==> src/include/asc_pkg.sv <==
// Purpose: Shared constants for the converter sequence controller
// Assumes: 32-bit APB, one register per aligned word, 8-bit control registers except 5-bit prescale, RES_W-bit results
// Notes:   Field positions are bit indexes within each register
package asc_pkg;
    // Register byte offsets
    localparam logic [7:0] OFS_TRIG  = 8'h00;
    localparam logic [7:0] OFS_LEN   = 8'h04;
    localparam logic [7:0] OFS_CLK   = 8'h08;
    localparam logic [7:0] OFS_START = 8'h0c;
    localparam logic [7:0] OFS_STAT  = 8'h10;
    localparam logic [7:0] OFS_TEST  = 8'h14;
    localparam logic [7:0] OFS_CCF   = 8'h18;
    localparam logic [7:0] OFS_RES0  = 8'h20;
    localparam logic [7:0] OFS_RES7  = 8'h3c;
    // trigger_interrupt_control fields
    localparam int TIC_IRQ_FLAG = 0;
    localparam int TIC_IRQ_EN   = 1;
    localparam int TIC_TRIG_EN  = 2;
    localparam int TIC_LEVEL    = 3;
    localparam int TIC_POL      = 4;
    localparam int TIC_FAST     = 6;
    // length_fifo_control fields
    localparam int LEN_FIFO     = 2;
    localparam int LEN_LSB      = 3;
    // sequence_start_control fields
    localparam int SSC_MULTI_CHANNEL_SEL     = 4;
    localparam int SSC_SCAN     = 5;
    // sequence_status fields
    localparam int ST_ROVR      = 4;
    localparam int ST_TOVR      = 5;
    localparam int ST_DONE      = 7;
    // Reset values
    localparam logic [7:0] TIC_RESET = 8'h00;
    localparam logic [7:0] LEN_RESET = 8'h20;
    localparam logic [4:0] PRS_RESET = 5'h05;
    localparam logic [7:0] SSC_RESET = 8'h00;
    // Allowed conversion clock range, and the bus clock
    localparam int CONV_MIN_KHZ = 500;
    localparam int CONV_MAX_KHZ = 2000;
    localparam int CLOCK_KHZ    = 200000;

    typedef enum logic [1:0] {
        ASC_IDLE = 2'b00,
        ASC_BUSY = 2'b01,
        ASC_ARM  = 2'b10
    } asc_state_type;
endpackage : asc_pkg

==> src/hdl/asc_sequencer.sv <==
// Purpose: Sequencing and status logic of an 8-channel converter
// Assumes: Converter core on the same clock; trigger pin asynchronous
// Notes:   APB slave, zero wait states, read data registered in setup
//
// How it works
// - Conversion clock is bus clock over 2(p+1)
// - Start-control write aborts and restarts sequence, or arms it when trigger enabled
// - Scan bit repeats sequences, else one only
// - Single mode converts the selected channel only
// - Multi mode steps channel code per conversion
// - Stepped channel code wraps seven to zero
// - Channel code maps straight to input number
// - Length code zero or top bit means eight
// - Done flag set at every sequence end
// - Done flag cleared by write, restart, fast read
// - Result read clears its conversion flag after a flag read or in fast mode
// - Extra trigger edge while busy sets overrun in edge mode
// - Trigger overrun cleared by write or control writes
// - Overwriting unread result sets result overrun
// - Result overrun cleared by write or sequence start, not scan repeat
// - Three-bit result pointer shown in status
// - Pointer resets per sequence unless FIFO mode
// - Pointer wraps; status writes never touch it
// - Test register reads zero, ignores writes
// - Interrupt follows done flag when enabled
`timescale 1ns/1ps
module asc_sequencer
    import asc_pkg::*;
#(
    parameter int CHANNELS = 8,
    parameter int RES_W    = 10
) (
    // Clock and reset
    input  wire logic             clock,
    input  wire logic             sys_rst,
    // APB slave
    input  wire logic             psel,
    input  wire logic             penable,
    input  wire logic             pwrite,
    input  wire logic [7:0]       paddr,
    input  wire logic [31:0]      pwdata,
    output logic                  pready,
    output logic [31:0]           prdata,
    output logic                  pslverr,
    // Converter core
    output logic                  conv_tick,
    output logic                  core_start,
    output logic                  core_abort,
    output logic [2:0]            core_channel,
    input  wire logic             core_done,
    input  wire logic [RES_W-1:0] core_result,
    // External trigger pin and interrupt request
    input  wire logic             trig_pin,
    output logic                  seq_irq
);
    // Length code to conversion count, 1..8
    function automatic logic [3:0] seq_len(input logic [3:0] code);
        if (code[3] || code == 4'h0) begin
            seq_len = 4'h8;
        end else begin
            seq_len = {1'b0, code[2:0]};
        end
    endfunction : seq_len

    logic [7:0]       tic;
    logic [7:0]       lfc;
    logic [4:0]       clock_prescale_value;
    logic [7:0]       ssc;
    logic             done_flag;
    logic             tovr_flag;
    logic             rovr_flag;
    logic [2:0]       ptr;
    logic [2:0]       chan;
    logic [3:0]       conv_cnt;
    logic [7:0]       ccf;
    logic [7:0]       ccf_armed;
    logic [RES_W-1:0] result [CHANNELS];
    logic [4:0]       div_cnt;
    logic             div_phase;
    logic             trig_s1;
    logic             trig_s2;
    logic             trig_s3;
    logic             trig_lvl;
    logic             trig_prev;
    asc_state_type    state;
    asc_state_type    next_state;

    // Bus decode
    wire       acc       = psel & penable;
    wire       wr        = acc & pwrite;
    wire       rd        = acc & ~pwrite;
    wire       setup     = psel & ~penable;
    wire       is_res    = paddr >= OFS_RES0 && paddr <= OFS_RES7 && paddr[1:0] == 2'b00;
    wire [2:0] res_idx   = paddr[4:2];
    wire       mapped    = (paddr[1:0] == 2'b00) && (paddr <= OFS_CCF || is_res);
    wire       wr_tic    = wr && paddr == OFS_TRIG;
    wire       wr_lfc    = wr && paddr == OFS_LEN;
    wire       wr_clk    = wr && paddr == OFS_CLK;
    wire       wr_ssc    = wr && paddr == OFS_START;
    wire       wr_stat   = wr && paddr == OFS_STAT;
    wire       rd_ccf    = rd && paddr == OFS_CCF;
    wire       rd_res    = rd && is_res;
    wire       abort_wr  = wr_tic | wr_lfc | wr_clk;

    // Settings in use
    wire       fast      = tic[TIC_FAST];
    wire       trig_en   = tic[TIC_TRIG_EN];
    wire       lvl_mode  = tic[TIC_LEVEL];
    wire       fifo      = lfc[LEN_FIFO];
    wire [3:0] len       = seq_len(lfc[LEN_LSB+3:LEN_LSB]);
    wire       scan      = ssc[SSC_SCAN];
    wire       multi_channel_sel      = ssc[SSC_MULTI_CHANNEL_SEL];

    // Trigger: active level after polarity, edge on rise of it
    wire       trig_act  = trig_lvl ~^ tic[TIC_POL];
    wire       trig_edge = trig_act & ~trig_prev;
    wire       trig_fire = trig_en & (lvl_mode ? trig_act : trig_edge);

    // Sequence events
    wire       seq_start = (wr_ssc & ~trig_en) | (state == ASC_ARM & trig_fire);
    wire       conv_end  = (state == ASC_BUSY) & core_done & ~wr_ssc & ~abort_wr;
    wire       last_conv = conv_end && (conv_cnt + 4'h1) == len;
    wire       restart   = last_conv & scan;
    wire       tovr_set  = (state == ASC_BUSY) & trig_en & ~lvl_mode & trig_edge;

    // Channel code for the next conversion
    wire [2:0] chan_step = multi_channel_sel ? chan + 3'h1 : chan;
    wire [2:0] chan_next = restart ? ssc[2:0] : chan_step;

    // Conversion clock enable
    wire       div_zero  = div_cnt == 5'h00;
    assign conv_tick = div_zero & div_phase;

    always_comb begin
        next_state = state;
        case (state)
            ASC_IDLE: begin
                next_state = state;
            end
            ASC_BUSY: begin
                if (last_conv && !scan) begin
                    next_state = trig_en ? ASC_ARM : ASC_IDLE;
                end
            end
            ASC_ARM: begin
                if (seq_start) begin
                    next_state = ASC_BUSY;
                end
            end
            default: begin
                next_state = ASC_IDLE;
            end
        endcase
        if (abort_wr) begin
            next_state = ASC_IDLE;
        end
        if (wr_ssc) begin
            next_state = trig_en ? ASC_ARM : ASC_BUSY;
        end
    end

    always_ff @(posedge clock or posedge sys_rst) begin
        if (sys_rst) begin
            state <= ASC_IDLE;
        end else begin
            state <= next_state;
        end
    end

    // Divider: reload from prescale, toggle phase; period 2(p+1)
    always_ff @(posedge clock or posedge sys_rst) begin
        if (sys_rst) begin
            div_cnt   <= PRS_RESET;
            div_phase <= 1'b0;
        end else if (div_zero) begin
            div_cnt   <= clock_prescale_value;
            div_phase <= ~div_phase;
        end else begin
            div_cnt   <= div_cnt - 5'h01;
        end
    end

    // Trigger pin synchroniser; level changes once stages two and three agree
    always_ff @(posedge clock or posedge sys_rst) begin
        if (sys_rst) begin
            trig_s1   <= 1'b0;
            trig_s2   <= 1'b0;
            trig_s3   <= 1'b0;
            trig_lvl  <= 1'b0;
            // Previous level starts active, so no false edge after reset
            trig_prev <= ~TIC_RESET[TIC_POL];
        end else begin
            trig_s1   <= trig_pin;
            trig_s2   <= trig_s1;
            trig_s3   <= trig_s2;
            trig_prev <= trig_act;
            if (trig_s2 == trig_s3) begin
                trig_lvl <= trig_s3;
            end
        end
    end

    // Control registers
    always_ff @(posedge clock or posedge sys_rst) begin
        if (sys_rst) begin
            tic <= TIC_RESET;
            lfc <= LEN_RESET;
            clock_prescale_value <= PRS_RESET;
            ssc <= SSC_RESET;
        end else begin
            if (wr_tic) begin
                tic <= pwdata[7:0];
            end
            if (wr_lfc) begin
                lfc <= pwdata[7:0];
            end
            if (wr_clk) begin
                clock_prescale_value <= pwdata[4:0];
            end
            if (wr_ssc) begin
                ssc <= pwdata[7:0];
            end
        end
    end

    // Sequence progress: channel, pointer, count, core handshake
    always_ff @(posedge clock or posedge sys_rst) begin
        if (sys_rst) begin
            chan       <= 3'h0;
            ptr        <= 3'h0;
            conv_cnt   <= 4'h0;
            core_start <= 1'b0;
            core_abort <= 1'b0;
        end else begin
            core_start <= 1'b0;
            core_abort <= wr_ssc | abort_wr;
            if (seq_start) begin
                chan       <= pwdata[2:0];
                conv_cnt   <= 4'h0;
                core_start <= 1'b1;
                if (state == ASC_ARM) begin
                    chan <= ssc[2:0];
                end
                if (!fifo) begin
                    ptr <= 3'h0;
                end
            end else if (wr_ssc || abort_wr) begin
                if (!fifo) begin
                    ptr <= 3'h0;
                end
            end else if (conv_end) begin
                ptr      <= ptr + 3'h1;
                // Channel holds after the last conversion of a single sequence
                if (!last_conv || scan) begin
                    chan <= chan_next;
                end
                conv_cnt <= last_conv ? 4'h0 : conv_cnt + 4'h1;
                core_start <= ~last_conv | scan;
                if (last_conv && !fifo) begin
                    ptr <= 3'h0;
                end
            end
        end
    end
    assign core_channel = chan;

    // Results and conversion flags, one per result register
    genvar gi;
    generate
        for (gi = 0; gi < CHANNELS; gi++) begin : g_res
            wire hit = conv_end && ptr == gi;
            wire clr = rd_res && res_idx == gi && (fast || ccf_armed[gi]);
            always_ff @(posedge clock or posedge sys_rst) begin
                if (sys_rst) begin
                    result[gi]    <= '0;
                    ccf[gi]       <= 1'b0;
                    ccf_armed[gi] <= 1'b0;
                end else begin
                    if (hit) begin
                        result[gi] <= core_result;
                    end
                    if (hit) begin
                        ccf[gi] <= 1'b1;
                    end else if (clr || wr_ssc) begin
                        ccf[gi] <= 1'b0;
                    end
                    if (rd_ccf) begin
                        ccf_armed[gi] <= 1'b1;
                    end else if (rd_res && res_idx == gi) begin
                        ccf_armed[gi] <= 1'b0;
                    end
                end
            end
        end
    endgenerate

    // Status flags; each set beats its clear
    wire done_clr = (wr_stat & pwdata[ST_DONE]) | wr_ssc | (fast & rd_res);
    wire tovr_clr = (wr_stat & pwdata[ST_TOVR]) | abort_wr | wr_ssc;
    wire rovr_clr = (wr_stat & pwdata[ST_ROVR]) | seq_start;
    wire rovr_set = conv_end & ccf[ptr];

    always_ff @(posedge clock or posedge sys_rst) begin
        if (sys_rst) begin
            done_flag <= 1'b0;
            tovr_flag <= 1'b0;
            rovr_flag <= 1'b0;
        end else begin
            if (last_conv) begin
                done_flag <= 1'b1;
            end else if (done_clr) begin
                done_flag <= 1'b0;
            end
            if (tovr_set) begin
                tovr_flag <= 1'b1;
            end else if (tovr_clr) begin
                tovr_flag <= 1'b0;
            end
            if (rovr_set) begin
                rovr_flag <= 1'b1;
            end else if (rovr_clr) begin
                rovr_flag <= 1'b0;
            end
        end
    end

    // Interrupt request and its readable flag
    wire irq_flag = tic[TIC_IRQ_EN] & done_flag;
    assign seq_irq = irq_flag;

    // Read mux
    logic [31:0] rd_mux;
    always_comb begin
        rd_mux = 32'h0000_0000;
        case (paddr)
            OFS_TRIG:  rd_mux = {24'h0, tic[7:1], irq_flag};
            OFS_LEN:   rd_mux = {24'h0, lfc};
            OFS_CLK:   rd_mux = {27'h0, clock_prescale_value};
            OFS_START: rd_mux = {24'h0, ssc};
            OFS_STAT:  rd_mux = {24'h0, done_flag, 1'b0, tovr_flag, rovr_flag, 1'b0, ptr};
            OFS_TEST:  rd_mux = 32'h0000_0000;
            OFS_CCF:   rd_mux = {24'h0, ccf};
            default: begin
                if (is_res) begin
                    rd_mux = {{(32-RES_W){1'b0}}, result[res_idx]};
                end
            end
        endcase
    end

    // Read data and error are captured in the setup cycle so that
    // the access phase can complete with no wait state
    always_ff @(posedge clock or posedge sys_rst) begin
        if (sys_rst) begin
            prdata  <= 32'h0000_0000;
            pslverr <= 1'b0;
        end else if (setup) begin
            prdata  <= pwrite ? 32'h0000_0000 : rd_mux;
            pslverr <= ~mapped;
        end
    end
    assign pready = 1'b1;
endmodule : asc_sequencer

==> config.mk <==
export PLATFORM = sky130hd
export DESIGN_NAME = asc_sequencer
export DESIGN_NICKNAME = d
export VERILOG_FILES = /design/src/include/asc_pkg.sv /design/src/hdl/asc_sequencer.sv
export SDC_FILE = /design/constraint.sdc
export NUM_CORES = 1
export LEC_CHECK = 0
export ABC_AREA = 1
export BUFFER_PORTS_ARGS = -buffer_cell sky130_fd_sc_hd__buf_2
export CAP_MARGIN = 20
export CORE_ASPECT_RATIO = 0.5
export CORE_MARGIN = 2
export CORE_UTILIZATION = 30
export DETAILED_ROUTE_END_ITERATION = 10
export GPL_ROUTABILITY_DRIVEN = 0
export GPL_TIMING_DRIVEN = 0
export PLACE_DENSITY_LB_ADDON = 0.08
export SETUP_SLACK_MARGIN = 0.2
export SLEW_MARGIN = 0
export SYNTH_ARGS = -nofsm -noshare
export SYNTH_HDL_FRONTEND = slang
export SYNTH_SLANG_ARGS = --single-unit
==> constraint.sdc <==
create_clock -name clock -period 12.81 [get_ports clock]
set_clock_uncertainty 0.2 [all_clocks]
set_input_delay 0 -clock clock [delete_from_list [all_inputs] [get_ports clock]]
set_output_delay 0 -clock clock [all_outputs]
set_load 0.02 [all_outputs]
# Word level (Yosys, flattened, before mapping)
# Index checks and enable logic that the tools add are counted.
[word_totals] romBits=0 latch_bits=0 ramBits=0 n_memories=0 regBits=186 out_inout_bits=41 input_bits=57
[classes] addsub=4 div=0 shift=0 multipliers=0 magnitude_cmp=5 n_eq_ne=28 bitwise=44 muxes=75 reduce_logical=93
[op_table] cell="case mux 10 bit (7 select lines)" n=1
[op_table] cell="2-to-1 mux 1 bit" n=43
[op_table] cell="nonzero test 2 bit" n=21
[op_table] cell="logical AND 1 bit" n=37
[op_table] cell="2-to-1 mux 3 bit" n=12
[op_table] cell="2-to-1 mux 32 bit" n=1
[op_table] cell="binary-select mux 10 bit (select 3 bit)" n=1
[op_table] cell="2-to-1 mux 10 bit" n=3
[op_table] cell="equality test 3 bit (second input constant)" n=8
[op_table] cell="equality test 8 x 5 -> 1 bit (second input constant)" n=3
[op_table] cell="bitwise AND 1 bit" n=22
[op_table] cell="logical OR 1 bit" n=20
[op_table] cell="2-to-1 mux 4 bit" n=5
[op_table] cell="equality test 8 x 4 -> 1 bit (second input constant)" n=2
[op_table] cell="equality test 3 x 2 -> 1 bit (second input constant)" n=4
[op_table] cell="2-to-1 mux 2 bit" n=6
[op_table] cell="NOT 1 bit" n=10
[op_table] cell="OR 1 bit" n=10
[op_table] cell="equality test 8 x 3 -> 1 bit (second input constant)" n=1
[op_table] cell=">= comparator 8 x 6 -> 1 bit (second input constant)" n=1
[op_table] cell="<= comparator 8 x 5 -> 1 bit (second input constant)" n=1
[op_table] cell="<= comparator 8 x 6 -> 1 bit (second input constant)" n=1
[op_table] cell="logical NOT 8 bit" n=1
[op_table] cell="adder 3 x 1 -> 3 bit (second input constant)" n=2
[op_table] cell="other kinds (27)" n=33

# Logic depth before layout (Yosys ltp)
[depth] word_depth=14 mapped_depth=14

# Worst setup path before layout
# Ideal clock, no wire load.
[synth_path] path_kind="register -> register" start="register conv_cnt[0]" end="register chan[0] (netlist: core_channel[0])" path_buffers=0 path_slack_ns=10.853 required_time_ns=12.491 stages_incl_launch_ff=12 synth_period_minus_slack_ns=1.957 t_arrival_ns=1.638 cell_sequence="dfrtp_1 ha_1 nand2_1 nand3_1 nor2_1 nand3_1 nor2_2 nand2_2 nand3_2 inv_2 nand3_1 nand2_1"
[synth_between] elab_chain_cells=9
[synth_rtl] element="start: declaration" line_no="asc_sequencer.sv:74" text="logic [3:0] conv_cnt;"
[synth_rtl] element="start signal: assignment" line_no="asc_sequencer.sv:257" text="conv_cnt <= last_conv ? 4'h0 : conv_cnt + 4'h1;"
[synth_rtl] element="adder 4 x 1 -> 4 bit (*)" line_no="asc_sequencer.sv:122" text="wire last_conv = conv_end && (conv_cnt + 4'h1) == len;"
[synth_rtl] element="equality test 4 bit (*)" line_no="asc_sequencer.sv:122"
[synth_rtl] element="logical AND 1 bit (*)" line_no="asc_sequencer.sv:122"
[synth_rtl] element="bitwise AND 1 bit" line_no="asc_sequencer.sv:123" text="wire restart = last_conv & scan;"
[synth_rtl] element="2-to-1 mux 3 bit" line_no="asc_sequencer.sv:128" text="wire [2:0] chan_next = restart ? ssc[2:0] : chan_step;"
[synth_rtl] element="2-to-1 mux 3 bit" line_no="asc_sequencer.sv:254" text="if (!last_conv || scan) begin"
[synth_rtl] element="2-to-1 mux 3 bit" line_no="asc_sequencer.sv:251" text="end else if (conv_end) begin"
[synth_rtl] element="2-to-1 mux 3 bit" line_no="asc_sequencer.sv:247" text="end else if (wr_ssc || abort_wr) begin"
[synth_rtl] element="2-to-1 mux 3 bit" line_no="asc_sequencer.sv:237" text="if (seq_start) begin"
[synth_rtl] element="end signal: assignment" line_no="asc_sequencer.sv:238" text="chan <= pwdata[2:0];"
[synth_rtl] element="end signal: assignment" line_no="asc_sequencer.sv:242" text="chan <= ssc[2:0];"
[synth_rtl] element="end signal: assignment" line_no="asc_sequencer.sv:255" text="chan <= chan_next;"
[synth_rtl] element="end: declaration" line_no="asc_sequencer.sv:73" text="logic [2:0] chan;"
# Every way passes the cells marked *; elsewhere a longest branch is shown, timed or not. The select of a mux whose other input is x is not followed.
# A chain may end at the register's enable or synchronous reset.

# Final worst setup path
[layout_path] start="input port paddr[6]" end="register ccf_armed[7]"
[layout_between] elab_chain_cells=6
[layout_rtl] element="start: declaration" line_no="asc_sequencer.sv:40" text="input wire logic [7:0] paddr,"
[layout_rtl] element=">= comparator 8 x 6 -> 1 bit or <= comparator 8 x 6 -> 1 bit (tied branches)" line_no="asc_sequencer.sv:93" text="wire is_res = paddr >= OFS_RES0 && paddr <= OFS_RES7 && paddr[1:0] == 2'b00;"
[layout_rtl] element="logical AND 1 bit (2 in a row)" line_no="asc_sequencer.sv:93"
[layout_rtl] element="logical AND 1 bit" line_no="asc_sequencer.sv:102" text="wire rd_res = rd && is_res;"
[layout_rtl] element="logical AND 1 bit" line_no="asc_sequencer.sv:289" text="end else if (rd_res && res_idx == gi) begin"
[layout_rtl] element="nonzero test 2 bit (no line)"
[layout_rtl] element="end signal: indexed assignment" line_no="asc_sequencer.sv:277" text="ccf_armed[gi] <= 1'b0;"
[layout_rtl] element="end signal: indexed assignment" line_no="asc_sequencer.sv:288" text="ccf_armed[gi] <= 1'b1;"
[layout_rtl] element="end signal: indexed assignment" line_no="asc_sequencer.sv:290" text="ccf_armed[gi] <= 1'b0;"
[layout_rtl] element="end: declaration" line_no="asc_sequencer.sv:76" text="logic [7:0] ccf_armed;"
# Several ways; a longest one is shown, not always the timed one.

==> qor.yml <==
setup_slack_ns: 10.05
slew_headroom_pct: 45.6
cts_sinks: 163
vias: 6873
dieWidth_um: 234
ys_async_sr_fraction_pct: 100
worstSetupPathType: "input port to register"
syn_area_um2: 7930
grt_pass1_wl_mm: 40.1
area_delta_synth_final_pct: 22.7
grt_pass1_vias: 6753
synth_edf_count: 0
synth_area_per_cell_um2: 8.46
yosysWarningCount: 0
crit_chain: "dlygate4sd3_1 > buf_2 > inv_1 > nand2_1 > nor3_1 > nand2_1 > nor2_1 > nand3_1 > dlygate4sd3_1 > nand2_1 > nand2_1 > dlygate4sd3_1"
start_util_pct: 31.0
final_util_pct: 38.0
row_count: 41
maxCapViolCount: 0
path_max_fanout: 3
arrival_ns: 2.89
clk_latency_ns: 0.45
fmax_mhz: 362
totalWireLength_mm: 25.3
grt_antenna_before_repair: 0
synth_seq_cells: 163
cts-buffers-inserted: 17
grt_usage_pct: 19.2
p_per_area_nw_per_um2: 181
dr.pass1.iters: 4
yosysUniqueCellTypes: 40
grt_max_degree: 112
yosysSeqAreaShare_pct: 51.6
cts_tree: "built"
outcome: "completed"
required_ns: 12.94
postCtsSetupBuffers: 0
drive_gt1_share_pct: 16.5
dp_slack_ns: 10.46
cts_buffer_depth: 2
crit_slowest_cell: "dlygate4sd3_1"
n_antenna_cell: 0
synthFlopType: "dfrtp_1"
synthCells: 937
drc: 0
synth_top_area_share_pct: 49.6
final-hold-violation-count: 0
crit_path_frequent_cell: "nand2_1"
dpl.hpwl_mm: 17.7
yosysTopAreaCell: "dfrtp_1"
ios: 98
drtIter0Drc: 555
hold_path_class: "input port to register"
synth.top_cells.by_area: "dfrtp_1 50%, nand2_1 11%, o21ai_1 5.3%, o21ai_0 4.7%, inv_1 3.8%"
fin_crit_sh_pct: 21.6
rsz0062_at_grt: "no"
ir_drop_mv: 0.0954
detail-route-antenna-nets: 0
period_needed_ns: 2.76
cts.root.buffer_cell: "clkbuf_16"
post_drt_wl_per_cell_um: 17.8
io_buffers: 48
design.core.area_um2: 25600
die_height_um: 119
viasPerCell: 4.84
critPathBufInv: 5
critical_path.max_stage_delay_ns: 0.59
path_clk_slew_ns: 0.07
end_kind: "register"
gr-total-overflow: 0
critPathTopFamily: "buffers and inverters"
leakagePower_nw: 4.69
tightest_slew_ns: 0.813
htreeDepth: 4
crit_path_start_kind: "input port"
maxSlewViolCount: 0
cts.repair.resized: 0
fin_setup_tns_ns: 0
dieArea_um2: 27800
layout.nets: 1129
setup_viol: 0
cells in the final DEF, fill, tap and decap left out, types with 8 or more instances in the layout:
master	count
dfrtp_1	157
clkbuf_1	12
o21ai_0	75
nand2_1	237
o22ai_1	42
ha_1	9
clkbuf_16	17
o21ai_1	84
a21oi_1	20
nor2_2	9
inv_1	79
nor3_1	8
nand3_1	41
o31ai_1	8
nor2_1	41
buf_2	66
buf_4	28
conb_1	23
dlygate4sd3_1	37
per-layer routing:
layer  GRT usage (%)  vias up  share of wire, %
met5               0        -                 0
met1            27.8     3323                49
met2            28.3      192                43
met4            6.09        0               2.1
met3            4.41       32               5.4
li1                -     3326                 -
final timing paths:
| check | from | to | slack, ns | cells past startpoint |
|---|---|---|---|---|
| worst max-delay path | paddr[6] | ccf_armed[7] | 10.05 | 12 |
| worst min-delay path | paddr[0] | lfc[3] | 0.02 | 7 |
| worst max register to register | conv_cnt[0] | core_channel[1] | 10.50 | 14 |
| worst min register to register | trig_s1 | trig_s2 | 0.16 | 0 |
| max in group asynchronous | sys_rst | ccf[6] | 10.96 | 5 |
| min in group asynchronous | sys_rst | ssc[6] | 0.52 | 4 |
logic make-up (layout without fill, tap and decap cells):
group           after synthesis  count (layout)  share of synthesized area (%)
other cells                   2              23                         0.0947
compound gates              240             240                           16.6
buf+inv                     147             264                           8.70
xor+xnor                      5               5                          0.553
flops                       163             163                           51.6
fa+ha+maj                    10              10                           1.55
simple gates                370             370                           21.0
through the flow:
stage / power, mW / instances / area (um2) / hold WS [ns]
6_report: 1.76 / 1419 / 9730 / 0.0155
4_1_cts: 1.78 / 1419 / 9730 / 0.00915
3_5_place_dp: 1.19 / 1351 / 8710 / -0.148
5_1_grt: 1.88 / 1419 / 9730 / 0.0843
3_3_place_gp: 1.18 / 1350 / 8680 / -0.0907
2_1_floorplan: 1.06 / 958 / 8010 / -0.169
repair_timing:
| action | in CTS | in global routing |
|---|---|---|
| hold buffers | 37 | 0 |
| hold endpoints to repair | 305 | 0 |
| setup endpoints to repair | 0 | 0 |
power breakdown:
group          switching [mW]  leakage, nW  internal, mW
sequential             0.0929         2.02         0.667
combinational           0.258         2.35         0.169
clock                   0.224        0.314         0.351
total                   0.575         4.69          1.19
Yosys cell counts (9+ instances only):
master and instances:
clkbuf_1 11, dfrtp_1 157, nor2_2 9, inv_1 80
o21ai_1 84, buf_4 28, a21oi_1 20, nand2_1 237
nor2_1 41, buf_2 18, ha_1 9, o21ai_0 75
o22ai_1 42, nand3_1 41
area by class of cell:
cell class	count	area (um2)
sequential	163	4090
buffer	59	357
tap	344	430
clock inverter	12	203
multi-input combinational	648	3230
clock buffer	19	443
inverter	88	340
fill	2692	15900
timing repair buffer	86	638
flip-flops by register name (all words and copies together), names as in the netlist, 3 cells and up:
name,flops
result,80
prdata,10
ccf,8
ccf_armed,8
lfc,8
ssc,8
tic,7
clock_prescale_value,5
div_cnt,5
conv_cnt,4
core_channel,3
ptr,3
worst min-delay path: stages:
cell     delay, ns
buf_2         0.09
nor2_1        0.07
nand2_1       0.09
nor2_2        0.08
nand2_2       0.17
nand2_1       0.06
o21ai_0       0.06
No activity file was read; power rests on OpenSTA's default activity.
